[src/rtl/nand_host_cfg.svh]
// Constants for the serial NAND host controller
`ifndef NAND_HOST_CFG_SVH
`define NAND_HOST_CFG_SVH
// ----------------------------------------------------------------------------
// Instruction opcodes
// ----------------------------------------------------------------------------
`define NH_OPC_WREN    8'h06
`define NH_OPC_LOAD    8'h02
`define NH_OPC_RLOAD   8'h84
`define NH_OPC_QLOAD   8'h32
`define NH_OPC_QRLOAD  8'h34
`define NH_OPC_EXEC    8'h10
`define NH_OPC_PREAD   8'h13
`define NH_OPC_READ    8'h03
`define NH_OPC_FREAD   8'h0b
`define NH_OPC_RDSR    8'h0f
`define NH_OPC_NONE    8'h00
// ----------------------------------------------------------------------------
// Status register 3 and its flags
// ----------------------------------------------------------------------------
`define NH_SR3_ADDR    8'hc0
`define NH_BUSY_BIT    0
// ----------------------------------------------------------------------------
// Geometry
// ----------------------------------------------------------------------------
`define NH_PAGE_BYTES  17'h00880
`define NH_COL_W       12
`define NH_PG_IN_BLK_W 6
`define NH_PLANE_BIT   6
// ----------------------------------------------------------------------------
// Frame layout: header length in bytes, dummy byte counts
// ----------------------------------------------------------------------------
`define NH_HDR_CMD     3'h1
`define NH_HDR_REG     3'h2
`define NH_HDR_COL     3'h3
`define NH_HDR_PAGE    3'h4
`define NH_DUM_BUF     3'h1
`define NH_DUM_RD_SEQ  3'h3
`define NH_DUM_FR_SEQ  3'h4
`define NH_HDR_W       56
// ----------------------------------------------------------------------------
// Timing
// ----------------------------------------------------------------------------
`define NH_CS_HIGH_NS  100
`define NH_CLK_NS      10
`define NH_GAP_CYC     ((`NH_CS_HIGH_NS + `NH_CLK_NS - 1) / `NH_CLK_NS)
`define NH_HALF_DEF    4
`endif

[src/rtl/nand_host_pkg.sv]
// Types shared by the serial NAND host controller
package nand_host_pkg;
   typedef enum logic [3:0] {
      OP_LOAD   = 4'h0,
      OP_RLOAD  = 4'h1,
      OP_QLOAD  = 4'h2,
      OP_QRLOAD = 4'h3,
      OP_EXEC   = 4'h4,
      OP_PREAD  = 4'h5,
      OP_READ   = 4'h6,
      OP_FREAD  = 4'h7,
      OP_STATUS = 4'h8
   } op_type;

   typedef enum logic [4:0] {
      ST_IDLE = 5'b00001,
      ST_HDR  = 5'b00010,
      ST_TX   = 5'b00100,
      ST_RX   = 5'b01000,
      ST_GAP  = 5'b10000
   } state_type;

   typedef enum logic [1:0] {
      FR_WREN = 2'h0,
      FR_MAIN = 2'h1,
      FR_POLL = 2'h2
   } frame_type;
endpackage : nand_host_pkg

[src/rtl/spi_byte_if.sv]
// Byte handshake between the sequencer and the SPI shift engine
`timescale 1ns/10ps
interface spi_byte_if;
   logic       start;
   logic [7:0] tx_byte;
   logic       quad;
   logic       ready;
   logic       done;
   logic [7:0] rx_byte;

   modport ctrl   (output start, output tx_byte, output quad,
                   input ready, input done, input rx_byte);
   modport engine (input start, input tx_byte, input quad,
                   output ready, output done, output rx_byte);
endinterface : spi_byte_if

[src/rtl/spi_shift_engine.sv]
// SPI mode 0 byte shifter with divided serial clock
`timescale 1ns/10ps
`include "nand_host_cfg.svh"
module spi_shift_engine #(
   parameter int HALF = `NH_HALF_DEF
) (
   input  wire logic  core_clk_in,
   input  wire logic  srst_in,
   spi_byte_if.engine bif,
   output logic       sclk_out,
   input  wire logic [3:0] io_in,
   output logic [3:0] io_out,
   output logic [3:0] io_oe_out
);
   // Two sync stages plus output delay must fit in the low half
   initial begin
      if (HALF < 4 || HALF > 256) $error("HALF must be 4 to 256");
   end

   logic [7:0] shreg_ff;
   logic [7:0] rxsh_ff;
   logic [3:0] bits_ff;
   logic [7:0] div_ff;
   logic       busy_ff;
   logic       quad_ff;
   logic       sclk_ff;
   logic       done_ff;
   logic [3:0] io_meta_ff;
   logic [3:0] io_sync_ff;
   logic       tick;

   assign tick = (div_ff == 8'(HALF - 1));

   // ---------------------------------------------------------------------------
   // Pin input synchroniser
   // ---------------------------------------------------------------------------
   always_ff @(posedge core_clk_in) begin
      io_meta_ff <= io_in;
      io_sync_ff <= io_meta_ff;
   end

   // ---------------------------------------------------------------------------
   // Divider and bit sequencing
   // ---------------------------------------------------------------------------
   always_ff @(posedge core_clk_in) begin
      if (srst_in) begin
         busy_ff <= 1'b0;
         sclk_ff <= 1'b0;
         done_ff <= 1'b0;
         div_ff  <= 8'h00;
         bits_ff <= 4'h0;
         quad_ff <= 1'b0;
         shreg_ff <= 8'h00;
         rxsh_ff <= 8'h00;
      end else begin
         done_ff <= 1'b0;
         if (!busy_ff) begin
            if (bif.start) begin
               busy_ff  <= 1'b1;
               shreg_ff <= bif.tx_byte;
               quad_ff  <= bif.quad;
               bits_ff  <= bif.quad ? 4'h2 : 4'h8;
               div_ff   <= 8'h00;
            end
         end else if (!tick) begin
            div_ff <= div_ff + 8'h01;
         end else begin
            div_ff <= 8'h00;
            if (!sclk_ff) begin
               // Device drives on falling edges; sample at our rising edge
               sclk_ff <= 1'b1;
               rxsh_ff <= quad_ff ? {rxsh_ff[3:0], io_sync_ff} : {rxsh_ff[6:0], io_sync_ff[1]};
            end else begin
               sclk_ff  <= 1'b0;
               shreg_ff <= quad_ff ? {shreg_ff[3:0], 4'h0} : {shreg_ff[6:0], 1'b0};
               bits_ff  <= bits_ff - 4'h1;
               if (bits_ff == 4'h1) begin
                  busy_ff <= 1'b0;
                  done_ff <= 1'b1;
               end
            end
         end
      end
   end

   assign bif.ready   = !busy_ff;
   assign bif.done    = done_ff;
   assign bif.rx_byte = rxsh_ff;
   assign sclk_out    = sclk_ff;
   // Single mode keeps write-protect and hold lines high
   assign io_out      = (busy_ff && quad_ff) ? shreg_ff[7:4] : {2'b11, 1'b0, shreg_ff[7]};
   assign io_oe_out   = (busy_ff && quad_ff) ? 4'b1111 : 4'b1101;
endmodule : spi_shift_engine

[src/rtl/nand_host_ctrl.sv]
// Host sequencer driving a serial NAND program and read path
`timescale 1ns/10ps
`include "nand_host_cfg.svh"
module nand_host_ctrl #(
   parameter int HALF = `NH_HALF_DEF
) (
   input  wire logic                 core_clk_in,
   input  wire logic                 srst_in,
   input  wire logic                 cmd_valid_in,
   output logic                      cmd_ready_out,
   input  wire nand_host_pkg::op_type cmd_op_in,
   input  wire logic [23:0]          addr_in,
   input  wire logic [15:0]          len_in,
   input  wire logic                 buf_mode_in,
   input  wire logic                 quad_disable_in,
   input  wire logic [7:0]           wr_data_in,
   input  wire logic                 wr_valid_in,
   output logic                      wr_ready_out,
   output logic [7:0]                rd_data_out,
   output logic                      rd_valid_out,
   output logic                      done_out,
   output logic                      err_out,
   output logic [7:0]                status_out,
   output logic                      cs_n_out,
   output logic                      sclk_out,
   input  wire logic [3:0]           io_in,
   output logic [3:0]                io_out,
   output logic [3:0]                io_oe_out
);
   import nand_host_pkg::*;

   spi_byte_if bif ();

   state_type  state_ff;
   state_type  nxt_state;
   frame_type  frame_ff;
   op_type     op_ff;
   logic [23:0] addr_ff;
   logic        buf_ff;
   logic [15:0] cnt_ff;
   logic [2:0]  idx_ff;
   logic [3:0]  gap_ff;
   logic [7:0]  rd_data_ff;
   logic        rd_valid_ff;
   logic        done_ff;
   logic        err_ff;
   logic [7:0]  status_ff;
   logic        cs_n_ff;
   logic [23:0] last_page_ff;
   logic        last_ok_ff;
   logic        plane_ff;
   logic        plane_ok_ff;
   logic        accept;
   logic        bad_cmd;
   logic        go;
   logic        hdr_last;
   logic        gap_end;

   // ---------------------------------------------------------------------------
   // Frame decoding
   // ---------------------------------------------------------------------------
   function automatic logic is_load(input op_type op);
      return op inside {OP_LOAD, OP_RLOAD, OP_QLOAD, OP_QRLOAD};
   endfunction : is_load

   function automatic logic is_quad(input op_type op);
      return op inside {OP_QLOAD, OP_QRLOAD};
   endfunction : is_quad

   function automatic logic [7:0] opcode(input frame_type fr, input op_type op);
      logic [7:0] r;
      r = `NH_OPC_NONE;
      if (fr == FR_WREN) r = `NH_OPC_WREN;
      else if (fr == FR_POLL) r = `NH_OPC_RDSR;
      else begin
         unique case (op)
            OP_LOAD:   r = `NH_OPC_LOAD;
            OP_RLOAD:  r = `NH_OPC_RLOAD;
            OP_QLOAD:  r = `NH_OPC_QLOAD;
            OP_QRLOAD: r = `NH_OPC_QRLOAD;
            OP_EXEC:   r = `NH_OPC_EXEC;
            OP_PREAD:  r = `NH_OPC_PREAD;
            OP_READ:   r = `NH_OPC_READ;
            OP_FREAD:  r = `NH_OPC_FREAD;
            OP_STATUS: r = `NH_OPC_RDSR;
            default:   r = `NH_OPC_NONE;
         endcase
      end
      return r;
   endfunction : opcode

   function automatic logic [2:0] hdr_len(input frame_type fr, input op_type op,
                                          input logic bufm);
      logic [2:0] r;
      r = `NH_HDR_CMD;
      if (fr == FR_POLL || (fr == FR_MAIN && op == OP_STATUS)) r = `NH_HDR_REG;
      else if (fr == FR_MAIN) begin
         if (op inside {OP_EXEC, OP_PREAD}) r = `NH_HDR_PAGE;
         else if (op == OP_READ)
            r = `NH_HDR_COL + (bufm ? `NH_DUM_BUF : `NH_DUM_RD_SEQ);
         else if (op == OP_FREAD)
            r = `NH_HDR_COL + (bufm ? `NH_DUM_BUF : `NH_DUM_FR_SEQ);
         else r = `NH_HDR_COL;
      end
      return r;
   endfunction : hdr_len

   logic [`NH_HDR_W-1:0] hdr_vec;
   logic [7:0]           hdr_byte;

   always_comb begin
      hdr_vec = '0;
      if (frame_ff == FR_POLL)
         hdr_vec = {opcode(frame_ff, op_ff), `NH_SR3_ADDR, 40'h0};
      else if (frame_ff == FR_MAIN && op_ff == OP_STATUS)
         hdr_vec = {opcode(frame_ff, op_ff), addr_ff[7:0], 40'h0};
      else if (frame_ff == FR_MAIN && op_ff inside {OP_EXEC, OP_PREAD})
         hdr_vec = {opcode(frame_ff, op_ff), addr_ff, 24'h0};
      else if (frame_ff == FR_MAIN)
         hdr_vec = {opcode(frame_ff, op_ff), 4'h0, addr_ff[`NH_COL_W-1:0], 32'h0};
      else
         hdr_vec = {opcode(frame_ff, op_ff), 48'h0};
      hdr_byte = hdr_vec[(`NH_HDR_W - 1) - 8 * int'(idx_ff) -: 8];
   end

   // ---------------------------------------------------------------------------
   // Command checks
   // ---------------------------------------------------------------------------
   logic [16:0] load_end;
   assign load_end = {5'h00, addr_in[`NH_COL_W-1:0]} + {1'b0, len_in};

   always_comb begin
      bad_cmd = 1'b0;
      if (is_load(cmd_op_in) && (len_in == 16'h0000 || load_end > `NH_PAGE_BYTES))
         bad_cmd = 1'b1;
      if (is_quad(cmd_op_in) && quad_disable_in) bad_cmd = 1'b1;
      if (cmd_op_in inside {OP_READ, OP_FREAD} && len_in == 16'h0000) bad_cmd = 1'b1;
      if (cmd_op_in == OP_EXEC && last_ok_ff
          && addr_in[23:`NH_PG_IN_BLK_W] == last_page_ff[23:`NH_PG_IN_BLK_W]
          && addr_in[`NH_PG_IN_BLK_W-1:0] <= last_page_ff[`NH_PG_IN_BLK_W-1:0])
         bad_cmd = 1'b1;
      if (cmd_op_in == OP_EXEC && plane_ok_ff && addr_in[`NH_PLANE_BIT] != plane_ff)
         bad_cmd = 1'b1;
   end

   assign cmd_ready_out = (state_ff == ST_IDLE);
   assign accept        = cmd_valid_in && cmd_ready_out && !bad_cmd;

   // ---------------------------------------------------------------------------
   // Byte issue to the shift engine
   // ---------------------------------------------------------------------------
   assign go           = bif.ready && !bif.done;
   assign wr_ready_out = (state_ff == ST_TX) && go;
   assign bif.start    = ((state_ff == ST_HDR || state_ff == ST_RX) && go)
                         || (wr_ready_out && wr_valid_in);
   assign bif.tx_byte  = (state_ff == ST_TX) ? wr_data_in : hdr_byte;
   assign bif.quad     = (state_ff == ST_TX) && is_quad(op_ff);
   assign hdr_last     = (idx_ff == hdr_len(frame_ff, op_ff, buf_ff) - 3'h1);
   assign gap_end      = (gap_ff == 4'h0);

   // ---------------------------------------------------------------------------
   // Sequencer
   // ---------------------------------------------------------------------------
   always_comb begin
      nxt_state = state_ff;
      unique case (state_ff)
         ST_IDLE: if (accept) nxt_state = ST_HDR;
         ST_HDR: if (bif.done && hdr_last) begin
            if (frame_ff == FR_POLL || (frame_ff == FR_MAIN
                && op_ff inside {OP_READ, OP_FREAD, OP_STATUS}))
               nxt_state = ST_RX;
            else if (frame_ff == FR_MAIN && is_load(op_ff)) nxt_state = ST_TX;
            else nxt_state = ST_GAP;
         end
         ST_TX: if (bif.done && cnt_ff == 16'h0001) nxt_state = ST_GAP;
         ST_RX: if (bif.done && (frame_ff == FR_POLL || op_ff == OP_STATUS
                                 || cnt_ff == 16'h0001))
            nxt_state = ST_GAP;
         ST_GAP: if (gap_end) begin
            if (frame_ff == FR_WREN) nxt_state = ST_HDR;
            else if (frame_ff == FR_MAIN && op_ff inside {OP_EXEC, OP_PREAD})
               nxt_state = ST_HDR;
            else if (frame_ff == FR_POLL && status_ff[`NH_BUSY_BIT])
               nxt_state = ST_HDR;
            else nxt_state = ST_IDLE;
         end
         default: nxt_state = ST_IDLE;
      endcase
   end

   always_ff @(posedge core_clk_in) begin
      if (srst_in) state_ff <= ST_IDLE;
      else state_ff <= nxt_state;
   end

   // Chip select stays low across stalls of the write stream
   always_ff @(posedge core_clk_in) begin
      if (srst_in) cs_n_ff <= 1'b1;
      else cs_n_ff <= !(nxt_state inside {ST_HDR, ST_TX, ST_RX});
   end

   always_ff @(posedge core_clk_in) begin
      if (srst_in) begin
         frame_ff <= FR_WREN;
         op_ff    <= OP_STATUS;
         addr_ff  <= 24'h0;
         buf_ff   <= 1'b0;
      end else if (accept) begin
         // Loads are always preceded by write enable
         frame_ff <= is_load(cmd_op_in) ? FR_WREN : FR_MAIN;
         op_ff    <= cmd_op_in;
         addr_ff  <= addr_in;
         buf_ff   <= buf_mode_in;
      end else if (state_ff == ST_GAP && gap_end) begin
         // Busy device would ignore anything but status polls
         if (frame_ff == FR_WREN) frame_ff <= FR_MAIN;
         else frame_ff <= FR_POLL;
      end
   end

   always_ff @(posedge core_clk_in) begin
      if (srst_in) idx_ff <= 3'h0;
      else if (state_ff != ST_HDR) idx_ff <= 3'h0;
      else if (bif.done) idx_ff <= idx_ff + 3'h1;
   end

   always_ff @(posedge core_clk_in) begin
      if (srst_in) cnt_ff <= 16'h0000;
      else if (accept) cnt_ff <= len_in;
      else if ((state_ff == ST_TX || (state_ff == ST_RX && frame_ff == FR_MAIN))
               && bif.done)
         cnt_ff <= cnt_ff - 16'h0001;
   end

   always_ff @(posedge core_clk_in) begin
      if (srst_in) gap_ff <= 4'h0;
      else if (state_ff != ST_GAP) gap_ff <= 4'(`NH_GAP_CYC - 1);
      else if (!gap_end) gap_ff <= gap_ff - 4'h1;
   end

   // ---------------------------------------------------------------------------
   // Results
   // ---------------------------------------------------------------------------
   always_ff @(posedge core_clk_in) begin
      if (srst_in) begin
         rd_data_ff  <= 8'h00;
         rd_valid_ff <= 1'b0;
         status_ff   <= 8'h00;
      end else begin
         rd_valid_ff <= 1'b0;
         if (state_ff == ST_RX && bif.done) begin
            if (frame_ff == FR_POLL) status_ff <= bif.rx_byte;
            else begin
               rd_data_ff  <= bif.rx_byte;
               rd_valid_ff <= 1'b1;
               if (op_ff == OP_STATUS) status_ff <= bif.rx_byte;
            end
         end
      end
   end

   always_ff @(posedge core_clk_in) begin
      if (srst_in) begin
         done_ff <= 1'b0;
         err_ff  <= 1'b0;
      end else begin
         err_ff  <= cmd_valid_in && cmd_ready_out && bad_cmd;
         done_ff <= (state_ff == ST_GAP) && (nxt_state == ST_IDLE);
      end
   end

   // Page order and plane tracking
   always_ff @(posedge core_clk_in) begin
      if (srst_in) begin
         last_page_ff <= 24'h0;
         last_ok_ff   <= 1'b0;
         plane_ff     <= 1'b0;
         plane_ok_ff  <= 1'b0;
      end else if (accept) begin
         if (cmd_op_in == OP_EXEC) begin
            last_page_ff <= addr_in;
            last_ok_ff   <= 1'b1;
         end
         if (cmd_op_in == OP_PREAD) begin
            plane_ff    <= addr_in[`NH_PLANE_BIT];
            plane_ok_ff <= 1'b1;
         end
         if (cmd_op_in inside {OP_LOAD, OP_QLOAD}) plane_ok_ff <= 1'b0;
      end
   end

   assign rd_data_out  = rd_data_ff;
   assign rd_valid_out = rd_valid_ff;
   assign done_out     = done_ff;
   assign err_out      = err_ff;
   assign status_out   = status_ff;
   assign cs_n_out     = cs_n_ff;

   spi_shift_engine #(.HALF(HALF)) u_engine (
      .core_clk_in (core_clk_in),
      .srst_in     (srst_in),
      .bif         (bif.engine),
      .sclk_out    (sclk_out),
      .io_in       (io_in),
      .io_out      (io_out),
      .io_oe_out   (io_oe_out)
   );
endmodule : nand_host_ctrl

[config.mk]
export PLATFORM = sky130hd
export DESIGN_NAME = nand_host_ctrl
export DESIGN_NICKNAME = d
export VERILOG_FILES = /design/src/rtl/nand_host_pkg.sv /design/src/rtl/spi_byte_if.sv /design/src/rtl/spi_shift_engine.sv /design/src/rtl/nand_host_ctrl.sv
export VERILOG_INCLUDE_DIRS = /design/src /design/src/rtl
export SDC_FILE = /design/constraint.sdc
export NUM_CORES = 1
export LEC_CHECK = 0
export ABC_AREA = 1
export BUFFER_PORTS_ARGS = -buffer_cell sky130_fd_sc_hd__buf_2
export CAP_MARGIN = 30
export CORE_UTILIZATION = 54
export CTS_CLUSTER_DIAMETER = 40
export DETAILED_ROUTE_END_ITERATION = 7
export GPL_TIMING_DRIVEN = 0
export MAX_ROUTING_LAYER = met4
export PLACE_DENSITY = 0.88
export SYNTH_ARGS = -nofsm -noshare
export SYNTH_HDL_FRONTEND = slang
export SYNTH_SLANG_ARGS = --single-unit
[constraint.sdc]
create_clock -name core_clk_in -period 2.8 [get_ports core_clk_in]
set_input_delay 0.28 -clock core_clk_in [delete_from_list [all_inputs] [get_ports core_clk_in]]
set_output_delay 0.28 -clock core_clk_in [all_outputs]
set_load 0.05 [all_outputs]
## After elaboration in Yosys (flattened, before gate mapping)

Memories as Yosys holds them, arrays and structs flattened. A register that Yosys moved wholly into a read port is not among the register bits.
Cells that the tools add are included.

- Add/sub/neg operators: 10
- Order comparisons: 2
- Equal/unequal tests: 37
- Shifts and indexed selects: 1
- Muxes and demuxes: 77
- Bitwise gates (word level): 5
- Reductions and logical operators: 74

Operators with widths:

| kind | number |
|---|---|
| $mux W56 | 4 |
| $mux W8 | 16 |
| $mux W4 | 17 |
| $shiftx A63 B7 Y8 | 1 |
| $mux W5 | 7 |
| $eq A4 B3 Y1 const B | 8 |
| $mux W16 | 2 |
| $logic_and A1 B1 Y1 | 30 |
| $pmux W5 S5 | 1 |
| $reduce_bool A2 Y1 | 10 |
| $eq A18 B18 Y1 | 1 |
| $mux W3 | 6 |
| $add A12 B16 Y17 | 1 |
| $gt A17 B12 Y1 const B | 1 |
| $eq A16 B1 Y1 const B | 1 |
| $eq A4 B2 Y1 const B | 4 |
| $logic_not A16 Y1 | 1 |
| $mux W1 | 16 |
| $mux W2 | 8 |
| $sub A16 B1 Y16 const B | 1 |
| $reduce_and A2 Y1 | 7 |
| $eq A4 B1 Y1 const B | 3 |
| $logic_not A4 Y1 | 3 |
| $eq A5 B1 Y1 const B | 2 |
| other kinds (31) | 55 |

- Bits in registers: 146
- Memory bits (read-only): 448
- Input bits: 62
- Output and inout bits: 31
- Memories: 4

Memories:

| memory | words | bits a word | read ports | clocked after memory_dff | wr ports | line | text |
|---|---|---|---|---|---|---|---|
| (name not given) | 16 | 7 | 1 | 1 | 0 | nand_host_ctrl.sv:76 | `unique case (op)` |
| (name not given) | 16 | 7 | 1 | 1 | 0 | nand_host_ctrl.sv:76 |  |
| (name not given) | 16 | 7 | 1 | 1 | 0 | nand_host_ctrl.sv:76 |  |
| (name not given) | 16 | 7 | 1 | 1 | 0 | nand_host_ctrl.sv:76 |  |

## Longest topological paths before layout

- Word-level depth: 16
- Gate-level depth with buffers: 23
- Gate-level depth less buffers: 21

## By module

A second synthesis with hierarchy kept.

- Cell total of the unflattened synthesis: 1318
- Area total of the unflattened synthesis: 8757.1 sq um

Modules (own cells, without submodules):

| module | instances | cells each | area each (sq um) | sequential area each (sq um) |
|---|---|---|---|---|
| nand_host_ctrl | 1 | 1048 | 6892.9 | 2262.2 |
| spi_shift_engine | 1 | 270 | 1864.3 | 800.8 |

## Least setup slack after synthesis

No wires, ideal clock.

- Path kind: register to register
- Start point: reg state_ff[3]
- End point: reg with a tool-made name
- Data arrival time: 2746 ps
- Required time: 2683 ps
- Setup slack: -63 ps
- Stages on the path, launching flop included: 13
- Path buffers: 1
- Cells stage by stage: dfxtp_1 > nor2_1 > inv_1 > nor4_2 > inv_1 > nor2_2 > nand3_4 > buf_6 > nand2_2 > nand3_4 > ha_1 > inv_1 > nor2_1

RTL lines:

| item | line | text |
|---|---|---|
| from (decl) | nand_host_ctrl.sv:34 | `state_type state_ff;` |
| from (signal assigned) | nand_host_ctrl.sv:193 | `else state_ff <= nxt_state;` |

## Worst setup path in the final report

- Start point: reg op_ff[1]
- End point: reg cs_n_ff (netlist: cs_n_out)

- Word-level cells in the longest chain between the ends: 14
- Elaborated cells on any way between the ends: 42

Ends and longest elaborated chain:

| item | line | text |
|---|---|---|
| from (decl) | nand_host_ctrl.sv:37 | `op_type op_ff;` |
| from (signal assigned) | nand_host_ctrl.sv:211 | `op_ff <= cmd_op_in;` |
| $eq A4 B3 Y1 | nand_host_ctrl.sv:101, nand_host_ctrl.sv:170 |  |
| $mux W3 | nand_host_ctrl.sv:101 | `else if (op == OP_FREAD)` |
| $mux W3 | nand_host_ctrl.sv:99 | `else if (op == OP_READ)` |
| $mux W3 | nand_host_ctrl.sv:98 | `` if (op inside {OP_EXEC, OP_PREAD}) r = `NH_HDR_PAGE; `` |
| $mux W3 | nand_host_ctrl.sv:97 | `else if (fr == FR_MAIN) begin` |
| $mux W3 | nand_host_ctrl.sv:96 | `` if (fr == FR_POLL \|\| (fr == FR_MAIN && op == OP_STATUS)) r = `NH_HDR_REG; `` |
| $sub A3 B1 Y3 | nand_host_ctrl.sv:158 | `assign hdr_last = (idx_ff == hdr_len(frame_ff, op_ff, buf_ff) - 3'h1);` |
| $eq A3 B3 Y1 | nand_host_ctrl.sv:158 |  |
| $logic_and A1 B1 Y1 | nand_host_ctrl.sv:168 | `ST_HDR: if (bif.done && hdr_last) begin` |
| $mux W5 | nand_host_ctrl.sv:168 |  |
| $pmux W5 S5 * | nand_host_ctrl.sv:166 | `unique case (state_ff)` |
| $eq A5 B2 Y1 (tied with other cells) | nand_host_ctrl.sv:199 | `else cs_n_ff <= !(nxt_state inside {ST_HDR, ST_TX, ST_RX});` |
| $reduce_bool A3 Y1 * | nand_host_ctrl.sv:199 |  |
| $logic_not A1 Y1 * | nand_host_ctrl.sv:199 |  |
| to (signal assigned) | nand_host_ctrl.sv:199 |  |
| to (decl) | nand_host_ctrl.sv:48 | `logic cs_n_ff;` |

Every way passes the cells marked *; elsewhere a longest branch is shown, timed or not.
A chain may end at the register's enable or synchronous reset.

==> summary.md <==
| Metric | Value |
|---|---|
| DR pass1 iterations | 8 |
| Power Density | 599 nW/µm² |
| Layout cell share with drive strength beyond 1 | 14.1% |
| Routed WL | 25100 µm |
| Worst slack, placed | -0.304 ns |
| Crit path launch type | flip-flop |
| Seq pwr share | 40.6% |
| Final worst slack | 0.0988 ns |
| Crit share post-route | 96.5% |
| Final nets | 1417 |
| Rows | 45 |
| CTS tree | built |
| Initial antenna violation count | 1 |
| Starting Density | 55.2% |
| Post-route cell area | 9830 µm² |
| Power share of the clock group | 40.8% |
| # DRC | 0 |
| Logic gate share of total power | 18.5% |
| Design Power | 5.88 mW |
| Leading post-synthesis cells by cell area | dfxtp_1 37%, nand2_1 10%, o21ai_0 8.1%, inv_1 7.1%, a21oi_1 6.4% |
| Final Hold Fails | 0 |
| Fin crit period | 2.70 ns |
| Area of the core | 15200 µm² |
| Post-synthesis cell type count | 53 |
| Sequential share of the synthesized area | 36.5% |
| Worst-path clk slew | 0.07 ns |
| Via count | 8900 |
| RSZ-0062 raised after global routing | yes |
| IO Pins | 93 |
| Average size of a mapped cell | 6.94 µm² |
| Vias in the first global route | 8151 |
| Max-cap violations | 0 |
| TritonCTS Buffers | 17 |
| Filler cell count | 1324 |
| CTS sink cnt | 153 |
| CP endpoint kind | flip-flop |
| Pleak | 4.42 nW |
| Cell Area, Synth | 8390 µm² |
| Most frequent cell after synthesis | nand2_1 |
| WL per Instance | 16.4 µm |
| Clock root buffer | clkbuf_16 |
| Clk_skew | 0.0115 ns |
| Post-synth EDFFs | 0 |
| Hold WS | 0.127 ns |
| Final setup fails | 0 |
| H-tree depth | 4 |
| Register bit total from synthesis | 153 |
| GPL Wtd Cong | 0.967 |
| Post-synth top cells | 225 x nand2_1, 159 x inv_1, 153 x dfxtp_1, 136 x o21ai_0, 112 x nor2_1 |
| Switching Share | 32.4% |
| Post-DP HPWL | 18000 µm |
| Latest clock arrival within the worst-skew pair | 0.44 ns |
| Iter 0 DRT Violations | 1099 |
| Synth-to-layout area growth | 17.1% |
| GRT Residual Overflow | 0 |
| Tightest Hold Check Type | in2reg |
| GRT Util Overall | 32.2% |
| First-pass GRT wire length | 39500 µm |
| Actual slew at the worst max-slew pin | 0.749 ns |
| CTS Buffer Depth | 2 |
| Critical Path AT | 3.00 ns |
| Post-synth top area cell | dfxtp_1 |
| Status | completed |
| Relative slew slack | 50.0% |
| Post-placement cell area | 9080 µm² |
| Antenna-violating nets left | 0 |
| Max FO, Critical Path | 6 |
| Die Ht | 127 µm |
| Ys Warns | 0 |
| Die Wd | 127 µm |
| Post-Syn Instances | 1209 |
| Via density | 5.82 |
| Final Max Slew Viols | 0 |
| Worst path required time | 3.10 ns |
| Sum of negative setup slack | 0 ns |
| Peak Freq | 0.370 GHz |
| Die area | 16000 µm² |
| Largest net degree at the start of global routing | 19 |
| Ys async rst share | 0% |
| Peak VDD IR | 0.000472 V |
| Main synth FF type | dfxtp_1 |
| Port bufs | 87 |
| Yosys top cell area share | 36.5% |
| CP Class | reg2reg |
| Psw | 1.91 mW |
| Int Pwr | 3.98 mW |
==> state kept, by name, indices dropped and copies added (netlist names), 5 cells and up, named ones only <==
signal                count
u_engine.div_ff           8
state_ff                  5
u_engine.shreg_ff         8
cnt_ff                   16
rd_data_out               8
last_page_ff             24
status_out                8
u_engine.bif.rx_byte      8
addr_ff                  24
==> per-layer routing <==
layer	vias up	global-route usage [%]	part of all wire, %
met4	0	13.2	3.6
met3	93	5.31	9.9
met1	4046	42.0	42
li1	4282	-	-
met5	-	-	0
met2	479	49.8	45
==> area by class of cell <==
type	count	area (µm²)	share of cell area (%)
antenna	1	2.50	0.0255
buffer	46	225	2.29
clock buffer	17	425	4.33
clock inverter	15	200	2.04
inverter	166	623	6.34
multi-input combinational	847	4540	46.2
sequential	153	3060	31.2
tap	188	235	2.39
timing repair buffer	96	513	5.22
==> path summary, 6_finish.rpt <==
kind | start | end | slack (ns) | cells past startpoint
setup / recovery | op_ff[1] | cs_n_out | 0.1 | 16
hold / removal | addr_in[13] | last_page_ff[13] | 0.13 | 3
setup reg to reg | op_ff[1] | cs_n_out | 0.1 | 16
hold reg to reg | u_engine.io_meta_ff[1] | u_engine.io_sync_ff[1] | 0.33 | 0
==> cell usage in the layout (no fill, tap or decap), drive strengths merged, types with 2 or more instances in the layout <==
cell	netlist	final
a211oi	17	17
a21oi	109	109
a221oi	3	3
a22oi	8	8
a31oi	21	21
a32oi	2	2
and2	3	3
and3	2	2
buf	23	115
clkbuf	23	40
clkinv	1	7
conb	1	3
dfxtp	153	153
dlygate4sd3	0	4
ha	27	27
inv	165	173
nand2	231	231
nand3	57	57
nand3b	3	3
nand4	17	17
nor2	116	117
nor3	14	14
nor4	7	7
o2111ai	7	7
o211ai	9	9
o21a	2	2
o21ai	138	138
o21bai	2	2
o221ai	2	2
o22ai	7	7
or2	5	5
xnor2	13	13
xor2	15	15
==> stage by stage <==
| step | util [%] | instances |
|---|---|---|
| global placement | 59.7 | 1486 |
| detailed placement | 59.7 | 1486 |
| floorplan | - | 1211 |
| global route | 64.6 | 1529 |
| finish | 64.6 | 1529 |
| CTS | 64.1 | 1522 |
==> worst max-delay path, stage by stage (launching register included) <==
cell	delay (ns)
dfxtp_1	0.33
inv_2	0.10
nand4_1	0.24
nor2_4	0.25
inv_2	0.09
nand2_1	0.10
inv_2	0.08
nand2_1	0.10
ha_1	0.26
a21oi_1	0.16
o221ai_1	0.13
a21oi_1	0.16
nand3_2	0.12
nor2_2	0.13
a22oi_1	0.10
nand4_1	0.14
nand2_1	0.06
==> power groups by stage <==
stage | Clock (mW) | Sequential, mW | Combinational [mW]
finish | 2.40 | 2.39 | 1.09
global placement | 0 | 2.43 | 0.985
global route | 2.49 | 2.40 | 1.20
CTS | 2.40 | 2.39 | 1.04
detailed placement | 0 | 2.43 | 1.01
floorplan | 0 | 2.42 | 0.734
==> repair_timing <==
action,4_1_cts,5_1_grt
setup endpoints to repair,7,41
pin swaps,0,3
cloned,0,1
endpoints found under the hold margin,4,0
hold buffers,4,0
resized for setup,3,9
setup buffers,0,5
==> logic make-up (layout without fill, tap and decap cells) <==
kind of cell | after synthesis | count (layout) | share of synthesized area [%]
simple gates | 456 | 457 | 24.0
compound gates | 331 | 331 | 22.2
buf+inv | 212 | 340 | 10.1
flops | 153 | 153 | 36.5
fa+ha+maj | 28 | 28 | 4.27
xor+xnor | 28 | 28 | 2.92
other cells | 1 | 4 | 0.0447
No activity file was read; power rests on OpenSTA's default activity.
